**src/tlv_pkg.sv**
```systemverilog
package tlv_pkg;
	// Descriptor area addresses
	localparam logic [15:0] CSUM_LO_ADDR = 16'h1A02;
	localparam logic [15:0] CSUM_HI_ADDR = 16'h1A03;
	localparam logic [15:0] COVER_FIRST_ADDR = 16'h1A04;
	localparam logic [15:0] COVER_LAST_ADDR = 16'h1AFF;
	// CRC engine
	localparam logic [15:0] CRC_SEED = 16'hFFFF;
	localparam logic [15:0] CRC_POLY = 16'h1021;
	// Memory-discovery entry fields
	localparam int TYPE_MSB = 15;
	localparam int TYPE_LSB = 13;
	localparam int SIZE_MSB = 12;
	localparam int SIZE_LSB = 9;
	localparam int MORE_BIT = 8;
	localparam int UNIT_BIT = 7;
	localparam int ADDRV_MSB = 6;
	localparam logic [2:0] TYPE_RAM = 3'h1;
	localparam logic [3:0] SIZE_16KB = 4'h8;
	localparam logic [23:0] UNIT_SMALL = 24'h000200;
	localparam logic [23:0] UNIT_LARGE = 24'h010000;
	// Calibration scaling
	localparam int CAL_SHIFT = 15;
	localparam int TEMP_LOW_C = 30;
	localparam int TEMP_HIGH_C = 85;
	localparam logic signed [31:0] TEMP_SPAN = 32'(TEMP_HIGH_C - TEMP_LOW_C);
	localparam logic signed [31:0] TEMP_BASE = 32'(TEMP_LOW_C);
	localparam logic [5:0] DIV_STEPS = 6'h20;

	typedef enum logic [1:0] {CK_IDLE, CK_REQ, CK_WAIT, CK_END} chk_state_t;
	typedef enum logic [1:0] {CA_IDLE, CA_GAIN, CA_DIV, CA_DONE} cal_state_t;
	typedef enum logic [2:0] {OP_REF, OP_GAIN, OP_OFFSET, OP_GAIN_OFFSET, OP_TEMP} cal_op_t;
endpackage : tlv_pkg

```
**src/tlv_divider.sv**
```systemverilog
`timescale 1ns/1ps
// Signed restoring divider, one quotient bit per cycle, truncates toward zero
module tlv_divider (
	// Clock and reset
	input wire logic clk_sys,
	input wire logic resetn,
	// Request
	input wire logic start,
	input wire logic signed [31:0] dividend,
	input wire logic signed [16:0] divisor,
	// Answer
	output logic busy,
	output logic done,
	output logic signed [31:0] quotient
);
	typedef struct packed {
		logic run;
		logic [5:0] cnt;
		logic [17:0] rem;
		logic [31:0] quo;
		logic [16:0] dmag;
		logic neg;
		logic done;
		logic [31:0] result;
	} div_st_t;

	div_st_t st_q, st_d;

	// One step of long division per cycle
	always_comb begin
		logic [18:0] rem_sh;
		rem_sh = '0;
		st_d = st_q;
		st_d.done = 1'b0;
		if (start && !st_q.run) begin
			st_d.run = 1'b1;
			st_d.cnt = tlv_pkg::DIV_STEPS;
			st_d.rem = '0;
			st_d.quo = dividend[31] ? 32'(-dividend) : dividend;
			st_d.dmag = divisor[16] ? 17'(-divisor) : divisor;
			st_d.neg = dividend[31] ^ divisor[16];
		end else if (st_q.run) begin
			rem_sh = {st_q.rem, st_q.quo[31]};
			if (rem_sh >= {2'h0, st_q.dmag}) begin
				st_d.rem = 18'(rem_sh - {2'h0, st_q.dmag});
				st_d.quo = {st_q.quo[30:0], 1'b1};
			end else begin
				st_d.rem = rem_sh[17:0];
				st_d.quo = {st_q.quo[30:0], 1'b0};
			end
			st_d.cnt = st_q.cnt - 6'h01;
			if (st_q.cnt == 6'h01) begin
				st_d.run = 1'b0;
				st_d.done = 1'b1;
				st_d.result = st_q.neg ? 32'(-st_d.quo) : st_d.quo;
			end
		end
	end

	always_ff @(posedge clk_sys or negedge resetn) begin
		if (!resetn) begin
			st_q <= '0;
		end else begin
			st_q <= st_d;
		end
	end

	assign busy = st_q.run;
	assign done = st_q.done;
	assign quotient = st_q.result;
endmodule : tlv_divider

```
**config.mk**
```make
export PLATFORM = sky130hd
export DESIGN_NAME = tlv_divider
export DESIGN_NICKNAME = d
export VERILOG_FILES = /design/src/tlv_pkg.sv /design/src/tlv_divider.sv
export SDC_FILE = /design/constraint.sdc
export NUM_CORES = 1
export LEC_CHECK = 0
export BUFFER_PORTS_ARGS = -buffer_cell sky130_fd_sc_hd__buf_2
export CELL_PAD_IN_SITES_DETAIL_PLACEMENT = 0
export CELL_PAD_IN_SITES_GLOBAL_PLACEMENT = 1
export CORE_MARGIN = 3
export CORE_UTILIZATION = 45
export CTS_CLUSTER_DIAMETER = 200
export DETAILED_ROUTE_END_ITERATION = 8
export PLACE_DENSITY = 0.77
export SKIP_LAST_GASP = 1
export SLEW_MARGIN = 40
export SYNTH_ARGS = -nofsm -noshare
export SYNTH_HDL_FRONTEND = slang
export SYNTH_SLANG_ARGS = --single-unit
```
**constraint.sdc**
```tcl
create_clock -name clk_sys -period 6.3 [get_ports clk_sys]
set_clock_uncertainty 0.2 [all_clocks]
set_input_delay 1.26 -clock clk_sys [delete_from_list [all_inputs] [get_ports clk_sys]]
set_output_delay 1.26 -clock clk_sys [all_outputs]
set_load 0.02 [all_outputs]
```
==> impl_metrics.py, run 1 <==
metrics = {
    "run_status": {
        "status": "complete, no violations",
    },
    "setup_path": {
        "end_kind": "register",
        "cp.arrival_ps": 4180,
        "crit_path_cell_trace": "inv_1 > ha_1 > nand3_1 > o221ai_1 > a221oi_2 > o21ai_1 > inv_2 > ha_1 > nor2b_1 > nand3_1 > or3_1 > or2_1 > o41ai_2 > xor2_1 > o21ai_0",
        "critical_path.max_stage_delay_ps": 510,
        "worstPathRequired_ps": 6330,
        "crit_path_top_delay_cell": "a221oi_2",
        "path_class": "register to register",
        "worstPathMaxFanout": 11,
        "cp-start-kind": "register",
    },
    "global_routing": {
        "grt-ovfl-total": 0,
        "first_global_vias": 5932,
        "antenna_found_initial": 0,
        "grt_usage": 0.203,
        "grt_max_degree": 78,
        "grt_pass1_wl_um": 29600,
    },
    "placed_design": {
        "port_buffers": 85,
        "dp_hpwl_um": 13000,
        "placed_cell_area_um2": 7610,
        "gp_congestion": 0.867,
    },
    "timing": {
        "maxSlewHeadroom": 0.454,
        "finalSetupTns_ps": 0,
        "tightest_slew_ps": 811,
        "finalSetupViolations": 0,
        "clock.fmax_ghz": 0.241,
        "slew_violations": 0,
        "period_needed_ps": 4150,
        "min_period_over_period": 0.659,
        "rsz0062_at_grt": "false",
        "hold_viol_final": 0,
    },
    "routing": {
        "drt_iter0_drc": 308,
        "drc": 0,
        "postRouteAntennaNets": 0,
        "num_vias": 6144,
        "avgViaCountPerCell": 5.59,
        "dr.pass1.iters": 5,
        "routed_wl_um": 17700,
        "wl_per_cell_um": 16.1,
    },
    "floorplanning": {
        "ioPinCount": 86,
        "fp.dieH_um": 133,
        "fp.dieW_um": 133,
        "core_um2": 15500,
        "initial_utilization": 0.470,
        "die-area_um2": 17800,
        "row_count": 45,
    },
    "synth": {
        "async_reset_ff_frac": 1.00,
        "yosys.cell_types.count": 71,
        "synth_seq_cells": 108,
        "synth_nets": 932,
        "yosysWarnings": 0,
        "synth-edff-count": 0,
        "synth_area_per_cell_um2": 8.52,
        "yosysSeqAreaShare": 0.370,
        "synth-main-ff-cell": "dfrtp_1",
        "synth_top_area_share": 0.370,
        "synthTopCellsByArea": "dfrtp_1 (37%), o21ai_0 (7.7%), xor2_1 (7.2%), nand2_1 (5.2%), ha_1 (3.8%)",
        "synth_area_leader_cell": "dfrtp_1",
        "syn_inst": 857,
        "mappedNetlistArea_um2": 7310,
    },
    "flow_run": {
        "max-cap-violations": 0,
    },
    "clock_tree": {
        "clk_pin_slew_worst_paths_ps": 70,
        "cts_buffers": 9,
        "clockRootBuffer": "clkbuf_16",
        "cts_setup_buffers": 0,
        "cts_max_level": 3,
        "cts-hold-fix-buffers": 0,
        "worstSkewPairLatency_ps": 360,
        "cts_buffer_depth": 2,
        "clock-sinks": 108,
        "cts_resized": 0,
        "cts_tree": "yes",
    },
    "min_path": {
        "hold_path.class": "register to register",
    },
    "finish": {
        "utilization": 0.509,
        "num_antenna_cells": 0,
        "mostFrequentLayoutCell": "o21ai_0",
        "postLayoutCellArea_um2": 7910,
        "layout_common_cells": "o21ai_0 (112), dfrtp_1 (106), nand2_1 (102)",
        "layout-drive-gt1-share": 0.143,
        "syn_to_final_growth_pct": 8.20,
        "num-nets-final": 958,
    },
    "pwr": {
        "power.total_uw": 4200,
        "ir_worst_vdd_uv": 364,
        "total_leakage_power_uw": 0.00350,
        "powerDensity_nw_per_um2": 531,
    },
}
==> cell families after synthesis <==
group / Yosys count / share of synthesized area
flops: 108 / 0.370
simple gates: 268 / 0.184
buf+inv: 115 / 0.0788
mux: 9 / 0.0123
compound gates: 258 / 0.224
xor+xnor: 76 / 0.0911
fa+ha+maj: 23 / 0.0404
==> final cells by class <==
| type | count | area, um2 |
|---|---|---|
| well taps | 211 | 264 |
| multi-input cells | 634 | 4030 |
| fillers | 1528 | 7630 |
| clock inverters | 4 | 32.5 |
| clock buffers | 12 | 256 |
| inverters | 39 | 146 |
| repair buffers | 91 | 473 |
| flip-flops and latches | 108 | 2710 |
==> state kept, by name, indices dropped and copies added, names as in the netlist <==
signal	flops
st_q	74
quotient	32
busy	1
done	1
==> worst max-delay path, delay by kind of cell (launching register included) <==
| family | cells | cell delay (ps) |
|---|---|---|
| buffers and inverters | 2 | 250 |
| AOI/OAI and AO/OA | 5 | 1240 |
| adders and majority gates | 2 | 570 |
| xor gates and xnor gates | 1 | 180 |
| and+or+nand+nor | 5 | 1220 |
| DFF | 1 | 360 |
==> where the power goes <==
group          internal [uW]  total [uW]  switching (uW)  leakage, uW
Clock                    293         561             268     0.000141
Sequential              1050        1400             356      0.00130
Combinational            958        2240            1280      0.00206
==> layer usage <==
metal | vias up | track usage | part of all wire
met5 | - | 0 | 0
met1 | 2918 | 0.271 | 0.47
met2 | 117 | 0.346 | 0.49
li1 | 3085 | - | -
met4 | 0 | 0.0646 | 0.017
met3 | 24 | 0.0257 | 0.027
==> metrics by stage <==
step	worst slack, ps	hold slack (ps)	instances
after global placement	2280	257	1083
after global routing	1860	288	1099
after CTS	2150	269	1099
after detailed placement	2140	259	1083
after floorplan	2530	235	857
final	2150	268	1099
==> synth_stat cells (all sizes together), types with 8 or more instances <==
master / instances
nor2: 47
or4: 8
o41ai: 8
buf: 41
o31ai: 22
nand2: 103
nor4: 8
or3: 22
nand3: 24
nor3: 22
inv: 37
clkbuf: 35
mux2i: 9
ha: 22
xnor2: 16
dfrtp: 108
o21ai: 118
a22oi: 12
a21oi: 36
xor2: 60
==> final timing paths <==
path / from / end / slack, ps / cells after the start
max in group asynchronous: resetn / st_q[90] / 4000 / 2
worst max register to register: st_q[42] / quotient[26] / 2150 / 15
worst min-delay path: st_q[106] / st_q[106] / 270 / 1
worst max-delay path: st_q[42] / quotient[26] / 2150 / 15
min in group asynchronous: resetn / done / 730 / 1
worst min register to register: st_q[106] / st_q[106] / 270 / 1
Note: power is estimated with default switching activity, not from simulation.
==> run 2: changes to the inputs <==
--- a/config.mk
+++ b/config.mk
@@ -5,14 +5,15 @@
 export SDC_FILE = /design/constraint.sdc
 export NUM_CORES = 1
 export LEC_CHECK = 0
+export ABC_AREA = 1
 export BUFFER_PORTS_ARGS = -buffer_cell sky130_fd_sc_hd__buf_2
 export CELL_PAD_IN_SITES_DETAIL_PLACEMENT = 0
 export CELL_PAD_IN_SITES_GLOBAL_PLACEMENT = 1
 export CORE_MARGIN = 3
-export CORE_UTILIZATION = 45
+export CORE_UTILIZATION = 39
 export CTS_CLUSTER_DIAMETER = 200
 export DETAILED_ROUTE_END_ITERATION = 8
-export PLACE_DENSITY = 0.77
+export PLACE_DENSITY = 0.73
 export SKIP_LAST_GASP = 1
 export SLEW_MARGIN = 40
 export SYNTH_ARGS = -nofsm -noshare
==> constraint.sdc (replaced) <==
create_clock -name clk_sys -period 3.35 [get_ports clk_sys]
set_clock_uncertainty 0.2 [all_clocks]
set_input_delay 0.67 -clock clk_sys [delete_from_list [all_inputs] [get_ports clk_sys]]
set_output_delay 0.67 -clock clk_sys [all_outputs]
set_load 0.02 [all_outputs]
==> run 2 against run 1 <==
  * Clock power up 100%
  * Area after synthesis up 4.1%
  * First-iteration DRC count up 67%
  * Register-to-register slack worse by 1900 ps
  * Combinational power up 120%
  * Worst setup slack worse by 1900 ps
  * Critical endpoint is now quotient[30]
  * Highest routed layer unchanged
==> impl_metrics.py, run 2 <==
metrics = {
    "finish": {
        "multi_input_area_um2": 4130,
        "seq_area_um2": 2700,
        "regMostFlops": "st_q",
        "mostFrequentLayoutCell": "nand2_1",
        "syn_to_final_growth_pct": 11.4,
        "utilization": 0.447,
        "layout_common_cells": "nand2_1 (262), dfrtp_1 (108), inv_1 (107)",
        "num-nets-final": 1182,
        "fin_cells": 1372,
        "num_antenna_cells": 0,
        "layout-drive-gt1-share": 0.155,
        "postLayoutCellArea_um2": 8470,
        "final.fill_count": 1990,
        "largest_register_ffs": 74,
    },
    "synth": {
        "async_reset_ff_frac": 1.00,
        "netlist_top_cells_count": "nand2_1 (264), dfrtp_1 (108), inv_1 (107)",
        "synth_seq_cells": 108,
        "yosysSeqAreaShare": 0.355,
        "synth_top_area_share": 0.355,
        "mappedNetlistArea_um2": 7610,
        "synthTopCellsByArea": "dfrtp_1 (36%), nand2_1 (13%), o21ai_0 (6.1%), nand3_1 (5.3%), inv_1 (5.3%)",
        "syn_inst": 1062,
        "yosysWarnings": 0,
        "yosys.cell_types.count": 55,
        "synth-edff-count": 0,
        "synth_area_per_cell_um2": 7.16,
        "synth_area_leader_cell": "dfrtp_1",
        "post-synth-top-count-cell": "nand2_1",
        "synth-main-ff-cell": "dfrtp_1",
        "synth_nets": 1137,
    },
    "floorplanning": {
        "initial_utilization": 0.401,
        "row_count": 50,
        "fp.dieH_um": 146,
        "ioPinCount": 86,
        "fp.dieW_um": 146,
        "die-area_um2": 21200,
        "core_um2": 19000,
    },
    "setup_path": {
        "end_kind": "register",
        "crit_path_top_delay_cell": "dfrtp_1",
        "cp-start-kind": "register",
        "path_class": "register to register",
        "cp.arrival_ps": 3150,
        "worstPathRequired_ps": 3390,
        "path_common_cell": "nand2_1",
        "critical_path.max_stage_delay_ps": 410,
        "crit_path_cell_trace": "ha_1 > nand2_1 > a21oi_1 > nor2_1 > nand3_4 > nand2_4 > nand2_8 > inv_4 > ha_2 > nand4_1 > nor2_4 > nand3_1 > nand2_2 > nand2_1 > a21oi_2 > o211ai_1 > nand3_1 > nand2_1",
        "worstPathMaxFanout": 7,
    },
    "timing": {
        "period_needed_ps": 3100,
        "rsz0062_at_grt": "true",
        "tightest_slew_ps": 776,
        "clock.fmax_ghz": 0.322,
        "finalSetupViolations": 0,
        "hold_viol_final": 0,
        "finalSetupTns_ps": 0,
        "maxSlewHeadroom": 0.482,
        "slew_violations": 0,
        "min_period_over_period": 0.927,
    },
    "routing": {
        "dr.pass1.iters": 5,
        "wl_per_cell_um": 15.0,
        "avgViaCountPerCell": 4.98,
        "drt_iter0_drc": 515,
        "routed_wl_um": 20600,
        "drc": 0,
        "postRouteAntennaNets": 0,
        "num_vias": 6831,
    },
    "global_routing": {
        "first_global_vias": 6391,
        "antenna_found_initial": 0,
        "grt_pass1_wl_um": 34200,
        "grt-ovfl-total": 0,
        "grt_usage": 0.197,
        "grt_max_degree": 50,
    },
    "pwr": {
        "power.total_uw": 8510,
        "ir_worst_vdd_uv": 317,
        "seq_power_share": 0.299,
        "p_switching_uw": 4070,
        "intPower_uw": 4440,
        "comb_power_share": 0.569,
        "total_leakage_power_uw": 0.00413,
        "powerDensity_nw_per_um2": 1000,
        "p_sw_frac": 0.478,
        "pwr-share-clk": 0.132,
    },
    "clock_tree": {
        "clock-sinks": 108,
        "cts_buffer_depth": 2,
        "cts_buffers": 9,
        "clk_pin_slew_worst_paths_ps": 70,
        "cts_max_level": 3,
        "cts_tree": "yes",
        "clockRootBuffer": "clkbuf_16",
        "cts-hold-fix-buffers": 0,
        "worstSkewPairLatency_ps": 350,
    },
    "placed_design": {
        "dp_hpwl_um": 15700,
        "dp_cells": 1353,
        "gp_congestion": 0.844,
        "placed_cell_area_um2": 8080,
        "port_buffers": 85,
    },
    "min_path": {
        "hold_path.class": "input pin to asynchronous set/reset pin",
    },
    "run_status": {
        "status": "complete, no violations",
    },
    "flow_run": {
        "max-cap-violations": 0,
    },
}
==> run 2: final timing paths <==
check / endpoint / startpoint / slack, ps / cells after the start
min in group clk_sys: quotient[9] / quotient[9] / 270 / 2
hold reg to reg: quotient[9] / quotient[9] / 270 / 2
setup reg to reg: quotient[30] / st_q[90] / 250 / 18
setup / recovery: quotient[30] / st_q[90] / 250 / 18
max in group asynchronous: st_q[51] / resetn / 2150 / 2
hold / removal: quotient[23] / resetn / 80 / 1
==> run 2: final cells by class <==
class / count / area share
clock buffer: 11 / 0.0298
tap: 260 / 0.0384
multi-input combinational: 772 / 0.488
inverter: 114 / 0.0508
timing repair buffer: 102 / 0.0671
sequential: 108 / 0.319
clock inverter: 5 / 0.00694
==> run 2: what timing repair did <==
action | in CTS | in global routing
setup buffers | 0 | 3
gates resized for setup | 0 | 15
setup endpoints to repair | 0 | 7
==> run 2: logic make-up after synthesis <==
logic type	synth area share
compound gates	0.157
xor+xnor	0.0507
fa+ha+maj	0.0388
buf+inv	0.110
flops	0.355
simple gates	0.289
==> run 2: worst max-delay path: cells and delay by family, from the launching register on <==
family,cells,cell delay (ps)
flip-flops,1,410
AO/OA/AOI/OAI,3,350
adder cells (fa/ha/maj),2,560
buffers and inverters,1,80
AND/OR/NAND/NOR,12,1380
==> run 2: power groups by stage <==
stage | Clock (uW) | Sequential [uW] | Combinational [uW]
6_report | 1120 | 2540 | 4840
3_5_place_dp | 0 | 2550 | 4740
4_1_cts | 1150 | 2530 | 4760
5_1_grt | 1200 | 2640 | 5570
2_1_floorplan | 0 | 2360 | 3860
3_3_place_gp | 0 | 2530 | 4730
==> run 2: layer usage <==
metal	vias up	routed length [um]	GRT usage
li1	3551	-	-
met3	16	1180	0.0296
met1	3101	11600	0.337
met4	0	244	0.0456
met5	-	0	0
met2	163	7560	0.253
==> run 2: through the flow <==
stage                     hold WS, ps  setup slack (ps)
after floorplan                   174               493
after global placement            260               241
after detailed placement          263               155
after CTS                         100               152
after global routing              114             -32.4
final                            82.5               246
